### config.mk
export PLATFORM = sky130hd
export DESIGN_NAME = acquisition_transfer_control
export DESIGN_NICKNAME = d
export VERILOG_FILES = /design/src/design/acquisition_transfer_control.v
export VERILOG_INCLUDE_DIRS = /design/src /design/src/design
export SDC_FILE = /design/constraint.sdc
export NUM_CORES = 1
export LEC_CHECK = 0
export ABC_AREA = 0
export BUFFER_PORTS_ARGS = -buffer_cell sky130_fd_sc_hd__buf_4
export CORE_MARGIN = 4
export CORE_UTILIZATION = 51
export CTS_CLUSTER_DIAMETER = 200
export DETAILED_ROUTE_END_ITERATION = 7
export GPL_ROUTABILITY_DRIVEN = 0
export MAX_ROUTING_LAYER = met4
export PLACE_DENSITY = 0.78
export SYNTH_ARGS = -nofsm -noshare
export SYNTH_HDL_FRONTEND = slang
export SYNTH_SLANG_ARGS = --single-unit
### constraint.sdc
create_clock -name mclk -period 3.7 [get_ports mclk]
set_input_delay 0.37 -clock mclk [delete_from_list [all_inputs] [get_ports mclk]]
set_output_delay 0.37 -clock mclk [all_outputs]
set_load 0.03 [all_outputs]
### src/design/acq_xfer_defs.vh
// How it works
// RQ1: increment mode permit drives converter result address
// RQ2: increment mode active asserts data-in and alter
// RQ3: memory cycle done clears active unless overflow
// RQ4: overflow starts second cycle; clear after it
// RQ5: list mode active bumps address, loads word one
// RQ6: first cycle end sets phase one, word two
// RQ7: second list cycle end clears active and phase
// RQ8: run-mode hold keeps DMA control in reset
// RQ9: field selects driven from field bits when active
// RQ10: accumulator mode pending result raises interrupt request
// RQ11: interrupt permit places trap address via trap bit
// RQ12: converter clear idles the accumulator interrupt circuit
// RQ13: three selects pick one of eight words, gated
// RQ14: twelve eight-input multiplexers drive data lines
// RQ15: K select on phase one for listed codes
// RQ16: data-in for 752 phases or 060 with qualifier
// RQ17: two mode bits select off, acc, increment, list
// RQ18: pending result raises DMA request; permit clears it
// RQ19: list address steps by two; full raises interrupt
// RQ20: interface strobes active low; idle after reset
// RQ21: one transfer at a time until converter clear
`ifndef ACQ_XFER_DEFS_VH
`define ACQ_XFER_DEFS_VH
`define MODE_OFF        2'h3
`define MODE_ACC        2'h2
`define MODE_INC        2'h1
`define MODE_LIST       2'h0
`define CODE_752        9'h1EA
`define CODE_202        9'h082
`define CODE_750        9'h1E8
`define CODE_060        9'h030
`define SRC_IDLE        3'h0
`define SRC_RESULT      3'h1
`define SRC_WORD1       3'h2
`define SRC_WORD2       3'h3
`define SRC_LIST        3'h4
`define SRC_TRAP        3'h5
`define TRAP_WORD       12'h040
`define LIST_STEP       11'h001
`define ST_IDLE         3'h0
`define ST_REQ          3'h1
`define ST_ACT          3'h2
`define ST_SECOND       3'h3
`define ST_DONE         3'h4
`define ST_INT          3'h5
`endif

### src/design/acquisition_transfer_control.v
`timescale 1ns/10ps
`include "acq_xfer_defs.vh"
module acquisition_transfer_control #(
  parameter WIDTH = 12
) (
  input  wire             mclk,
  input  wire             rst,
  input  wire             conversionPending,
  input  wire [WIDTH-1:0] converterResult,
  input  wire [WIDTH-1:0] listWordHigh,
  input  wire             acqModeBit0,
  input  wire             acqModeBit1,
  input  wire             fieldBitLow,
  input  wire             fieldBitHigh,
  input  wire             loadListAddr,
  input  wire [10:0]      listAddrInit,
  input  wire [10:0]      listAddrLast,
  input  wire             dmaPermit_n,
  input  wire             memoryCycleDone_n,
  input  wire             memoryOverflow_n,
  input  wire             runModeHold_n,
  input  wire             interruptPermit_n,
  input  wire             converterClear_n,
  input  wire             ioPulsePhaseOne,
  input  wire             ioPulsePhaseTwo,
  input  wire             auxIoQualifier,
  input  wire [8:0]       ioCode,
  output reg              dmaRequest_n,
  output reg              dmaActive,
  output reg              secondCycleStart_n,
  output reg              bufferPhaseOne_n,
  output reg              interruptRequest_n,
  output reg              trapBitLine_n,
  output reg              memoryAlterStrobe_n,
  output reg              dataInDirection_n,
  output reg              accumulatorKSelect_n,
  output reg              fieldSelectLow_n,
  output reg              fieldSelectHigh_n,
  output reg              listFull,
  output reg  [2:0]       sourceSelect,
  output reg  [WIDTH-1:0] dataLines
);
////////////////////////////////////////////////////////////////////////
// pin synchronisers, two flops each
localparam NS = 13;
localparam NC = 11;
wire [NS-1:0] s2Q;
wire [NS-1:0] pinRaw = {
  conversionPending,
  ~dmaPermit_n,
  ~memoryCycleDone_n,
  ~memoryOverflow_n,
  ~runModeHold_n,
  ~interruptPermit_n,
  ~converterClear_n,
  ioPulsePhaseOne,
  ioPulsePhaseTwo,
  auxIoQualifier,
  loadListAddr,
  acqModeBit0,
  acqModeBit1
};
pin_sync #(
  .W (NS)
) u_pinSync (
  .mclk   (mclk),
  .rst    (rst),
  .pinIn  (pinRaw),
  .pinOut (s2Q)
);
////////////////////////////////////////////////////////////////////////
// instruction code and field bits, two flops each
wire [NC-1:0] codeSync;
pin_sync #(
  .W (NC)
) u_codeSync (
  .mclk   (mclk),
  .rst    (rst),
  .pinIn  ({ioCode, fieldBitHigh, fieldBitLow}),
  .pinOut (codeSync)
);
wire [8:0] ioCodeS    = codeSync[10:2];
wire       fieldHighS = codeSync[1];
wire       fieldLowS  = codeSync[0];
wire pend   = s2Q[12];
wire permit = s2Q[11];
wire mdone  = s2Q[10];
wire ovfl   = s2Q[9];
wire hold   = s2Q[8];
wire iperm  = s2Q[7];
wire cclr   = s2Q[6];
wire ph1    = s2Q[5];
wire ph2    = s2Q[4];
wire auxq   = s2Q[3];
wire ldList = s2Q[2];
wire [1:0] mode = {s2Q[1], s2Q[0]};                          // RQ17
////////////////////////////////////////////////////////////////////////
// edge detect on synchronised strobes
reg permitQ;
reg mdoneQ;
always @(posedge mclk or posedge rst) begin
  if (rst) begin
    permitQ <= 1'b0;
    mdoneQ  <= 1'b0;
  end else begin
    permitQ <= permit;
    mdoneQ  <= mdone;
  end
end
wire permitEnd = permitQ & ~permit;
wire cycleEnd  = mdoneQ & ~mdone;
////////////////////////////////////////////////////////////////////////
// transfer sequencer
reg [2:0]  state_q;
reg [2:0]  state_d;
reg        phase_q;
reg        phase_d;
reg [10:0] listAddr_q;
reg        full_q;
wire dmaMode = (mode == `MODE_INC) | (mode == `MODE_LIST);
always @* begin
  state_d = state_q;
  phase_d = phase_q;
  case (state_q)
    `ST_IDLE: begin
      if (pend & dmaMode)
        state_d = `ST_REQ;                                   // RQ18
      else if (pend & (mode == `MODE_ACC))
        state_d = `ST_INT;                                   // RQ10
    end
    `ST_REQ: begin
      if (permitEnd)
        state_d = `ST_ACT;                                   // RQ18
    end
    `ST_ACT: begin
      if (cycleEnd) begin
        if (mode == `MODE_LIST) begin
          state_d = `ST_SECOND;                              // RQ6
          phase_d = 1'b1;                                    // RQ6
        end else if (ovfl)
          state_d = `ST_SECOND;                              // RQ4
        else
          state_d = `ST_DONE;                                // RQ3
      end
    end
    `ST_SECOND: begin
      if (cycleEnd) begin
        state_d = `ST_DONE;                                  // RQ7
        phase_d = 1'b0;                                      // RQ7
      end
    end
    `ST_DONE: begin
      if (cclr)
        state_d = `ST_IDLE;                                  // RQ21
    end
    `ST_INT: begin
      if (cclr)
        state_d = `ST_IDLE;                                  // RQ12
    end
    default: state_d = `ST_IDLE;
  endcase
end
wire dmaHold = hold & (state_q != `ST_INT);
always @(posedge mclk or posedge rst) begin
  if (rst) begin
    state_q <= `ST_IDLE;                                     // RQ20
    phase_q <= 1'b0;
  end else if (dmaHold) begin
    state_q <= `ST_IDLE;                                     // RQ8
    phase_q <= 1'b0;                                         // RQ8
  end else begin
    state_q <= state_d;
    phase_q <= phase_d;
  end
end
////////////////////////////////////////////////////////////////////////
// list address register, steps one word pair per event
wire enterAct = (state_q == `ST_REQ) & (state_d == `ST_ACT);
always @(posedge mclk or posedge rst) begin
  if (rst) begin
    listAddr_q <= 11'h000;
    full_q     <= 1'b0;
  end else if (ldList) begin
    listAddr_q <= listAddrInit;
    full_q     <= 1'b0;
  end else if (enterAct & (mode == `MODE_LIST)) begin
    listAddr_q <= listAddr_q + `LIST_STEP;                   // RQ5 RQ19
    if (listAddr_q == listAddrLast)
      full_q <= 1'b1;                                        // RQ19
  end
end
////////////////////////////////////////////////////////////////////////
// output multiplexer, one eight-input mux per bit
wire [WIDTH-1:0] listWord = {listAddr_q, 1'b0};
wire [WIDTH-1:0] srcWord [0:7];
assign srcWord[0] = {WIDTH{1'b0}};
assign srcWord[1] = converterResult;
assign srcWord[2] = listWordHigh;
assign srcWord[3] = converterResult;
assign srcWord[4] = listWord;
assign srcWord[5] = `TRAP_WORD;
assign srcWord[6] = {WIDTH{1'b0}};
assign srcWord[7] = {WIDTH{1'b0}};
reg [2:0] sel;
reg       readGate;
wire      active = (state_q == `ST_ACT) | (state_q == `ST_SECOND);
always @* begin
  sel      = `SRC_IDLE;
  readGate = 1'b0;
  if ((state_q == `ST_REQ) & permit & (mode == `MODE_INC)) begin
    sel      = `SRC_RESULT;                                  // RQ1
    readGate = 1'b1;
  end else if (active & (mode == `MODE_LIST)) begin
    sel      = phase_q ? `SRC_WORD1 : `SRC_LIST;             // RQ5 RQ6
    readGate = 1'b1;
  end else if ((state_q == `ST_INT) & (ph1 | ph2)) begin
    sel      = ph1 ? `SRC_WORD1 : `SRC_RESULT;
    readGate = 1'b1;
  end
end
wire [WIDTH-1:0] selWord;
genvar b;
generate
  for (b = 0; b < WIDTH; b = b + 1) begin : g_mux
    assign selWord[b] = srcWord[sel][b];                     // RQ14
  end
endgenerate
////////////////////////////////////////////////////////////////////////
// registered processor-side outputs, active low except dmaActive and listFull
wire kCode = (ioCodeS == `CODE_752) | (ioCodeS == `CODE_202) |
             (ioCodeS == `CODE_750) | (ioCodeS == `CODE_060);
wire dinIo = ((ioCodeS == `CODE_752) & (ph1 | ph2)) |
             ((ioCodeS == `CODE_060) & auxq);
wire trapOn = (state_q == `ST_INT) & iperm;
always @(posedge mclk or posedge rst) begin
  if (rst) begin
    dmaRequest_n         <= 1'b1;                            // RQ20
    dmaActive            <= 1'b0;
    secondCycleStart_n   <= 1'b1;
    bufferPhaseOne_n     <= 1'b1;
    interruptRequest_n   <= 1'b1;
    trapBitLine_n        <= 1'b1;
    memoryAlterStrobe_n  <= 1'b1;
    dataInDirection_n    <= 1'b1;
    accumulatorKSelect_n <= 1'b1;
    fieldSelectLow_n     <= 1'b1;
    fieldSelectHigh_n    <= 1'b1;
    listFull             <= 1'b0;
  end else begin
    dmaRequest_n <= ~((state_q == `ST_REQ) & ~permit);       // RQ18
    dmaActive    <= active;
    secondCycleStart_n <= ~(state_q == `ST_SECOND);          // RQ4
    bufferPhaseOne_n   <= ~phase_q;                          // RQ6
    interruptRequest_n <= ~((state_q == `ST_INT) | full_q);  // RQ10 RQ19
    trapBitLine_n      <= ~trapOn;                           // RQ11
    memoryAlterStrobe_n <= ~(active & (mode == `MODE_INC));  // RQ2
    dataInDirection_n <= ~((active & dmaMode) | dinIo);      // RQ2 RQ16
    accumulatorKSelect_n <= ~(kCode & ph1);                  // RQ15
    fieldSelectLow_n  <= ~(active & fieldLowS);              // RQ9
    fieldSelectHigh_n <= ~(active & fieldHighS);             // RQ9
    listFull     <= full_q;
  end
end
////////////////////////////////////////////////////////////////////////
// registered data path to the processor
always @(posedge mclk or posedge rst) begin
  if (rst) begin
    sourceSelect <= `SRC_IDLE;
    dataLines    <= {WIDTH{1'b0}};
  end else begin
    sourceSelect <= trapOn ? `SRC_TRAP : sel;                // RQ13
    if (trapOn)
      dataLines <= `TRAP_WORD;                               // RQ11
    else if (readGate)
      dataLines <= selWord;                                  // RQ13
    else
      dataLines <= {WIDTH{1'b0}};                            // RQ13
  end
end
endmodule // acquisition_transfer_control
////////////////////////////////////////////////////////////////////////
// two-flop synchroniser for a bus of unrelated pin levels
module pin_sync #(
  parameter W = 1
) (
  input  wire         mclk,
  input  wire         rst,
  input  wire [W-1:0] pinIn,
  output reg  [W-1:0] pinOut
);
reg [W-1:0] meta_q;
always @(posedge mclk or posedge rst) begin
  if (rst) begin
    meta_q <= {W{1'b0}};
    pinOut <= {W{1'b0}};
  end else begin
    meta_q <= pinIn;
    pinOut <= meta_q;
  end
end
endmodule // pin_sync

==> impl_metrics.xml, run 1 <==
<?xml version="1.0" encoding="UTF-8"?>
<metrics>
  <group name="detailed_routing">
    <metric name="drtIter0Drc" unit="">138</metric>
    <metric name="finalWirelength" unit="microns">7320</metric>
    <metric name="detailroute.via_count" unit="">2534</metric>
    <metric name="remaining_drc_errors" unit="">0</metric>
    <metric name="drtPass1Iterations" unit="">4</metric>
    <metric name="detail_route.vias_per_cell" unit="">5.46</metric>
    <metric name="route.antenna.remaining_nets" unit="">0</metric>
    <metric name="route.detailed.wl_per_inst" unit="microns">15.8</metric>
  </group>
  <group name="timing">
    <metric name="hold_viol_final" unit="">0</metric>
    <metric name="max-slew-margin-rel" unit="%">41.2</metric>
    <metric name="finalCriticalPeriod" unit="ns">2.06</metric>
    <metric name="rsz0062_at_grt" unit="">false</metric>
    <metric name="tightest_slew" unit="ns">0.880</metric>
    <metric name="layout_worst_path_cycle_share" unit="%">55.7</metric>
    <metric name="totalNegativeSetupSlack" unit="ns">0</metric>
    <metric name="maxSlewViolCount" unit="">0</metric>
    <metric name="final-setup-viol-count" unit="">0</metric>
    <metric name="fin_worst_skew" unit="ns">0.00993</metric>
    <metric name="maxClockFrequency" unit="GHz">0.485</metric>
  </group>
  <group name="clock_tree">
    <metric name="cts_hold_buf" unit="">0</metric>
    <metric name="cts.reportedPaths.clkPinSlew" unit="ns">0.09</metric>
    <metric name="maximum_count_of_clock_buffers_along_a_single_path" unit="">2</metric>
    <metric name="clock_tree.root_cell" unit="">clkbuf_8</metric>
    <metric name="clock_tree.htree_level_count" unit="">3</metric>
    <metric name="cts_tree" unit="">built</metric>
    <metric name="cts_buffers" unit="">9</metric>
    <metric name="cts.sink_count" unit="">93</metric>
    <metric name="clock_insertion_delay_worst_skew" unit="ns">0.35</metric>
    <metric name="postCtsSetupBuffers" unit="">0</metric>
    <metric name="cts_resized" unit="">0</metric>
  </group>
  <group name="synth">
    <metric name="ys_seq_elements" unit="">93</metric>
    <metric name="seq_area_frac_synth" unit="%">66.3</metric>
    <metric name="synthFlopType" unit="">dfrtp_1</metric>
    <metric name="synthDistinctLibCells" unit="">47</metric>
    <metric name="synth-edff-count" unit="">0</metric>
    <metric name="share_of_flip_flops_with_an_asynchronous_set_or_reset" unit="%">100</metric>
    <metric name="synth_cells" unit="">281</metric>
    <metric name="synth_warnings" unit="">0</metric>
    <metric name="mappedNetlistNets" unit="">354</metric>
    <metric name="syn-mean-instance-area" unit="sq um">12.6</metric>
    <metric name="syn-cell-area" unit="sq mm">0.00353</metric>
  </group>
  <group name="pwr">
    <metric name="worst_ir_drop_vdd" unit="mV">0.267</metric>
    <metric name="power.leakage" unit="uW">0.00207</metric>
    <metric name="totalPowerFinal" unit="uW">1880</metric>
    <metric name="powerDensity" unit="mW/mm^2">418</metric>
  </group>
  <group name="global_route">
    <metric name="antenna_violations_before_repair" unit="">0</metric>
    <metric name="track_usage" unit="%">19.1</metric>
    <metric name="grt_start_max_net_pins" unit="">53</metric>
    <metric name="total_grt_overflow" unit="">0</metric>
    <metric name="first_global_vias" unit="">2563</metric>
    <metric name="grt_first_pass_wirelength" unit="microns">12100</metric>
  </group>
  <group name="worst_setup_path">
    <metric name="timing.critical_path.arrival" unit="ns">2.33</metric>
    <metric name="worst-endpoint-required" unit="ns">3.97</metric>
    <metric name="critPathMaxFanout" unit="">13</metric>
    <metric name="critical_path.endpoint_type" unit="">flop</metric>
    <metric name="crit_path_start_kind" unit="">flop</metric>
    <metric name="critPathKind" unit="">reg2reg</metric>
  </group>
  <group name="die">
    <metric name="floorplan.initialDensity" unit="%">52.2</metric>
    <metric name="die_width" unit="microns">91.2</metric>
    <metric name="floorplan.die.height" unit="microns">91.2</metric>
    <metric name="dieArea" unit="sq mm">0.00831</metric>
    <metric name="design.core.area" unit="sq mm">0.00676</metric>
    <metric name="num_io_pins" unit="">99</metric>
    <metric name="fp-row-count" unit="">30</metric>
  </group>
  <group name="finish">
    <metric name="layout-drive-gt1-share" unit="%">33.9</metric>
    <metric name="design.final.nets" unit="">452</metric>
    <metric name="post-route-util" unit="%">66.5</metric>
    <metric name="area_growth_syn_to_layout" unit="%">27.4</metric>
    <metric name="fin_cells" unit="">464</metric>
    <metric name="insertedDiodeCount" unit="">0</metric>
  </group>
  <group name="place">
    <metric name="place_hpwl" unit="microns">5350</metric>
    <metric name="placedCellCount" unit="">448</metric>
    <metric name="port-buffer-count" unit="">98</metric>
  </group>
  <group name="worst_hold_path">
    <metric name="hold_class" unit="">in2reg</metric>
  </group>
  <group name="outcome">
    <metric name="status" unit="">finished, final reports clean</metric>
  </group>
  <group name="flow_run">
    <metric name="drv_cap" unit="">0</metric>
  </group>
</metrics>
==> kinds of logic after synthesis <==
family / after synthesis / synth area share (%)
flops: 93 / 66.3
fa+ha+maj: 1 / 0.355
xor+xnor: 16 / 3.97
simple gates: 97 / 16.1
mux: 1 / 0.284
compound gates: 48 / 9.83
buf+inv: 25 / 3.09
==> critical path: stages (launching register included) <==
cell,delay (ns)
dfrtp_1,0.63
nand3b_1,0.24
o32ai_2,0.73
a222oi_1,0.20
nor2_1,0.17
==> stage by stage <==
step,area [sq um],setup slack [ns],hold slack [ns]
6_report,4490,1.64,0.123
5_1_grt,4490,1.43,0.0939
4_1_cts,4490,1.70,0.102
3_5_place_dp,4320,1.70,0.336
3_3_place_gp,4320,1.78,0.333
2_1_floorplan,3530,0.926,0.331
==> power breakdown <==
group          switching, uW  internal (uW)
Sequential              47.7           1060
Combinational           77.4           92.7
Clock                    334            265
==> layout make-up <==
class                      instances  area (sq um)
sequential                        93          2340
clock buffer                      12           145
multi-input combinational        163          1080
fill                             510          2260
tap                               80           100
inverter                          12          46.3
timing repair buffer             100           751
clock inverter                     4          31.3
==> cells in the mapped netlist, drive strengths merged (2+ instances only) <==
master	instances	share of area, %
a21oi	7	0.99
a222oi	10	2.8
a22oi	3	0.64
and2	4	0.71
and3b	2	0.50
buf	7	1.2
clkbuf	6	0.64
dfrtp	83	59
dfstp	10	7.4
inv	12	1.3
nand2	23	2.4
nand2b	3	0.53
nand3	7	0.99
nand3b	2	0.43
nand4	7	1.4
nor2	19	2.0
nor2b	7	1.2
nor3b	3	0.64
nor4	4	0.71
nor4b	3	1.6
nor4bb	2	0.57
o21ai	14	2.0
o22ai	3	0.53
or4	6	1.3
xor2	16	4.0
==> flip-flops by register name, indices dropped and copies added (netlist names), 3 cells and up <==
| name | flops |
|---|---|
| listAddr_q | 11 |
| dataLines | 12 |
| state_q | 3 |
| u_pinSync.pinOut | 13 |
| u_codeSync.meta_q | 11 |
| u_pinSync.meta_q | 13 |
| sourceSelect | 3 |
| u_codeSync.pinOut | 11 |
==> layer usage <==
metal / vias to the layer above / GRT usage, % / wire (microns)
met1: 1253 / 24.1 / 3090
met5: - / - / 0
met3: 12 / 4.31 / 452
met4: 0 / 8.54 / 143
met2: 81 / 29.8 / 3630
li1: 1188 / - / -
==> worst paths after layout <==
check / from / end / slack [ns] / cells past startpoint
setup / recovery: state_q[2] / dataLines[9] / 1.64 / 4
min in group asynchronous: rst / sourceSelect[0] / 0.18 / 2
max in group asynchronous: rst / dmaRequest_n / 2.68 / 3
hold reg to reg: u_codeSync.meta_q[10] / u_codeSync.pinOut[10] / 0.35 / 0
hold / removal: loadListAddr / u_pinSync.meta_q[2] / 0.12 / 1
setup reg to reg: state_q[2] / dataLines[9] / 1.64 / 4
==> cell usage in the layout, fill, tap and decap left out, types with 2 or more instances in the layout <==
cell type     n
nand2b_1      3
buf_4       100
nand2_1      23
or4_1         6
nand3_1       7
nor2b_1       7
and2_1        4
and3b_1       2
a22oi_1       3
nand4_1       6
nor4bb_1      2
nor2_1       19
xor2_1       16
o22ai_1       3
inv_1        11
o21ai_0      11
dfrtp_1      83
nand3b_1      2
a21oi_1       7
clkbuf_1      2
dfstp_2      10
nor4b_4       2
nor3b_1       3
clkinvlp_4    3
a222oi_1     10
o21ai_1       3
clkbuf_8     10
nor4_1        4
Note: power is estimated with default switching activity, not from simulation.
==> run 2: changes to the inputs <==
--- a/config.mk
+++ b/config.mk
@@ -6,15 +6,15 @@
 export SDC_FILE = /design/constraint.sdc
 export NUM_CORES = 1
 export LEC_CHECK = 0
-export ABC_AREA = 0
+export ABC_AREA = 1
 export BUFFER_PORTS_ARGS = -buffer_cell sky130_fd_sc_hd__buf_4
 export CORE_MARGIN = 4
-export CORE_UTILIZATION = 51
+export CORE_UTILIZATION = 47
 export CTS_CLUSTER_DIAMETER = 200
 export DETAILED_ROUTE_END_ITERATION = 7
 export GPL_ROUTABILITY_DRIVEN = 0
 export MAX_ROUTING_LAYER = met4
-export PLACE_DENSITY = 0.78
+export PLACE_DENSITY = 0.75
 export SYNTH_ARGS = -nofsm -noshare
 export SYNTH_HDL_FRONTEND = slang
 export SYNTH_SLANG_ARGS = --single-unit
==> constraint.sdc (replaced) <==
create_clock -name mclk -period 1.8 [get_ports mclk]
set_input_delay 0.18 -clock mclk [delete_from_list [all_inputs] [get_ports mclk]]
set_output_delay 0.18 -clock mclk [all_outputs]
set_load 0.03 [all_outputs]
==> impl_metrics.xml, run 2 <==
<?xml version="1.0" encoding="UTF-8"?>
<metrics>
  <group name="outcome">
    <metric name="status" unit="">finished, final reports clean</metric>
  </group>
  <group name="pwr">
    <metric name="worst_ir_drop_vdd" unit="mV">0.462</metric>
    <metric name="powerDensity" unit="mW/mm^2">824</metric>
    <metric name="power.leakage" unit="uW">0.00264</metric>
  </group>
  <group name="global_route">
    <metric name="grt_first_pass_wirelength" unit="microns">13500</metric>
    <metric name="total_grt_overflow" unit="">0</metric>
    <metric name="grt_start_max_net_pins" unit="">31</metric>
    <metric name="antenna_violations_before_repair" unit="">0</metric>
    <metric name="first_global_vias" unit="">2954</metric>
    <metric name="track_usage" unit="%">18.3</metric>
  </group>
  <group name="synth">
    <metric name="xor_xnor_share_of_the_synthesized_area" unit="%">1.16</metric>
    <metric name="synth-edff-count" unit="">0</metric>
    <metric name="synthTopCellsByCount" unit="">nand2_1, dfrtp_1, inv_1, nand3_1, nor2_1</metric>
    <metric name="synth_cells" unit="">398</metric>
    <metric name="syn-cell-area" unit="sq mm">0.00376</metric>
    <metric name="dominant_combinational_cell_family_by_area_after_synthesis" unit="">simple AND/OR/NAND/NOR gates</metric>
    <metric name="synth_simple_gate_area_share" unit="%">24.2</metric>
    <metric name="share_of_flip_flops_with_an_asynchronous_set_or_reset" unit="%">100</metric>
    <metric name="synth_warnings" unit="">0</metric>
    <metric name="synth_fa_ha_area_share" unit="%">0.333</metric>
    <metric name="yosysTopAreaCell" unit="">dfrtp_1</metric>
    <metric name="share_of_the_synthesized_area_in_the_top_cell_type" unit="%">55.2</metric>
    <metric name="muxShareOfSynthArea" unit="%">0</metric>
    <metric name="biggest_area_contributors_in_the_synthesized_netlist" unit="">dfrtp_1, nand2_1, dfstp_2</metric>
    <metric name="syn-mean-instance-area" unit="sq um">9.45</metric>
    <metric name="synthDistinctLibCells" unit="">33</metric>
    <metric name="yosysMostFrequentCell" unit="">nand2_1</metric>
    <metric name="synth_compound_gate_area_share" unit="%">4.12</metric>
    <metric name="ys_seq_elements" unit="">93</metric>
    <metric name="mappedNetlistNets" unit="">471</metric>
    <metric name="synthFlopType" unit="">dfrtp_1</metric>
    <metric name="seq_area_frac_synth" unit="%">62.2</metric>
  </group>
  <group name="die">
    <metric name="dieArea" unit="sq mm">0.00950</metric>
    <metric name="num_io_pins" unit="">99</metric>
    <metric name="floorplan.die.height" unit="microns">97.5</metric>
    <metric name="die_width" unit="microns">97.5</metric>
    <metric name="design.core.area" unit="sq mm">0.00777</metric>
    <metric name="fp-row-count" unit="">32</metric>
    <metric name="floorplan.initialDensity" unit="%">48.4</metric>
  </group>
  <group name="worst_setup_path">
    <metric name="crit_start" unit="">listAddr_q[1]</metric>
    <metric name="critical_path.endpoint_type" unit="">flop</metric>
    <metric name="critPathKind" unit="">reg2reg</metric>
    <metric name="worst-endpoint-required" unit="ns">2.05</metric>
    <metric name="timing.critical_path.arrival" unit="ns">1.87</metric>
    <metric name="worst-r2r-cell-count" unit="">8</metric>
    <metric name="critPathMaxFanout" unit="">5</metric>
    <metric name="crit_path_start_kind" unit="">flop</metric>
    <metric name="rr_startpoint" unit="">listAddr_q[1]</metric>
  </group>
  <group name="clock_tree">
    <metric name="clock_insertion_delay_worst_skew" unit="ns">0.36</metric>
    <metric name="cts.sink_count" unit="">93</metric>
    <metric name="clock_tree.htree_level_count" unit="">3</metric>
    <metric name="clock_tree.root_cell" unit="">clkbuf_8</metric>
    <metric name="cts.reportedPaths.clkPinSlew" unit="ns">0.09</metric>
    <metric name="postCtsSetupBuffers" unit="">0</metric>
    <metric name="cts_buffers" unit="">9</metric>
    <metric name="cts_tree" unit="">built</metric>
    <metric name="maximum_count_of_clock_buffers_along_a_single_path" unit="">2</metric>
  </group>
  <group name="finish">
    <metric name="insertedDiodeCount" unit="">0</metric>
    <metric name="area_growth_syn_to_layout" unit="%">35.9</metric>
    <metric name="layout_common_cells" unit="">nand2_1, buf_4, dfrtp_1</metric>
    <metric name="top_regs" unit="">u_pinSync.meta_q: 13 flops, u_pinSync.pinOut: 13 flops, dataLines: 12 flops</metric>
    <metric name="final_common_cell" unit="">nand2_1</metric>
    <metric name="finalInstanceArea" unit="sq mm">0.00511</metric>
    <metric name="multi_input_combinational_cell_area" unit="sq mm">0.00112</metric>
    <metric name="layout-drive-gt1-share" unit="%">28.8</metric>
    <metric name="final-seq-area" unit="sq mm">0.00234</metric>
    <metric name="filler_cell_count" unit="">642</metric>
    <metric name="post-route-util" unit="%">65.8</metric>
    <metric name="design.final.nets" unit="">603</metric>
  </group>
  <group name="timing">
    <metric name="max-slew-margin-rel" unit="%">61.7</metric>
    <metric name="layout_worst_path_cycle_share" unit="%">89.9</metric>
    <metric name="maxClockFrequency" unit="GHz">0.618</metric>
    <metric name="hold_viol_final" unit="">0</metric>
    <metric name="maxSlewViolCount" unit="">0</metric>
    <metric name="tightest_slew" unit="ns">0.573</metric>
    <metric name="rsz0062_at_grt" unit="">false</metric>
    <metric name="totalNegativeSetupSlack" unit="ns">0</metric>
    <metric name="final-setup-viol-count" unit="">0</metric>
    <metric name="finalCriticalPeriod" unit="ns">1.62</metric>
    <metric name="fin_worst_skew" unit="ns">0.0113</metric>
  </group>
  <group name="place">
    <metric name="place_hpwl" unit="microns">5980</metric>
    <metric name="port-buffer-count" unit="">98</metric>
    <metric name="place_area" unit="sq mm">0.00464</metric>
  </group>
  <group name="worst_hold_path">
    <metric name="min-delay-start" unit="">listAddrInit[7]</metric>
    <metric name="hold_class" unit="">in2reg</metric>
    <metric name="worst_hold_path_stage_count" unit="">3</metric>
  </group>
  <group name="detailed_routing">
    <metric name="route.antenna.remaining_nets" unit="">0</metric>
    <metric name="remaining_drc_errors" unit="">0</metric>
    <metric name="drtPass1Iterations" unit="">4</metric>
    <metric name="finalWirelength" unit="microns">8030</metric>
    <metric name="route.detailed.wl_per_inst" unit="microns">12.6</metric>
    <metric name="drtIter0Drc" unit="">132</metric>
    <metric name="detail_route.vias_per_cell" unit="">4.76</metric>
    <metric name="detailroute.via_count" unit="">3029</metric>
  </group>
  <group name="flow_run">
    <metric name="drv_cap" unit="">0</metric>
  </group>
</metrics>
## run 2: changes by cell type in the layout (fill, tap and decap cells not counted), sizes merged, moves of 5 or more
cell	delta
xor2	-16
dlygate4sd3	+25
nor3	+6
nand3	+27
buf	+6
nor2b	-7
xnor2	+5
a222oi	-10
inv	+46
or4	-6
nand2	+97
o211ai	+7
nor2	+7
## run 2: routing by layer
layer	global-route usage (%)	wire, microns	vias up	part of all wire (%)
met2	28.3	3890	97	48
met4	9.48	252	0	3.1
met5	-	0	-	0
met1	22.9	3490	1402	43
li1	-	-	1505	-
met3	3.45	399	25	5.0
## run 2: logic make-up (layout without fill, tap and decap cells)
kind of cell / count (synthesis) / count (layout)
AO/OA/AOI/OAI: 25 / 25
XOR/XNOR: 5 / 5
adder cells (fa/ha/maj): 1 / 1
buffers and inverters: 70 / 207
flip-flops: 93 / 93
AND/OR/NAND/NOR: 204 / 204
## run 2: layout make-up
type / count / area share [%]
Inverter: 60 / 4.50
Clock inverter: 5 / 1.32
Clock buffer: 11 / 2.96
Tap cell: 102 / 2.50
Sequential cell: 93 / 45.8
Multi-Input combinational cell: 235 / 22.0
Timing Repair Buffer: 131 / 20.9
## run 2: final timing paths
| kind | to | slack, ns |
|---|---|---|
| max | listAddr_q[10] | 0.18 |
| min | listAddr_q[7] | 0.05 |
| max reg2reg | listAddr_q[10] | 0.18 |
| min reg2reg | u_pinSync.pinOut[1] | 0.35 |
| max in group asynchronous | trapBitLine_n | 0.70 |
| min in group asynchronous | state_q[2] | 0.45 |
## run 2: power by group
group          total (uW)  leakage (uW)  switching (uW)  internal (uW)
clock network        1460      0.000112             721            735
registers            2270       0.00112            79.7           2190
logic                 488       0.00141             243            245
total                4210       0.00264            1040           3170
## run 2: what timing repair did
| action | CTS | global route |
|---|---|---|
| resized for setup | 0 | 2 |
| endpoints found under the hold margin | 43 | 0 |
| hold buffers | 25 | 0 |
| setup endpoints to repair | 0 | 1 |
## run 2: critical path, cell delays in order, from the launching register on
cell and delay (ns):
dfrtp_1 0.45, ha_1 0.25, nand3_1 0.17, nor2_2 0.17, nand3_1 0.13, o21ai_0 0.17, nand2_1 0.07, nand2_1 0.06
nand2_1 0.04
## run 2: per-stage QoR
stage	total power (uW)	instances	worst slack (ns)	hold slack (ns)
4_1_cts	4240	637	0.160	0.0402
3_3_place_gp	2740	596	0.280	0.277
6_report	4210	637	0.182	0.0538
2_1_floorplan	2530	398	0.433	0.211
3_5_place_dp	2750	596	0.235	0.276
5_1_grt	4400	637	0.0169	0.0495
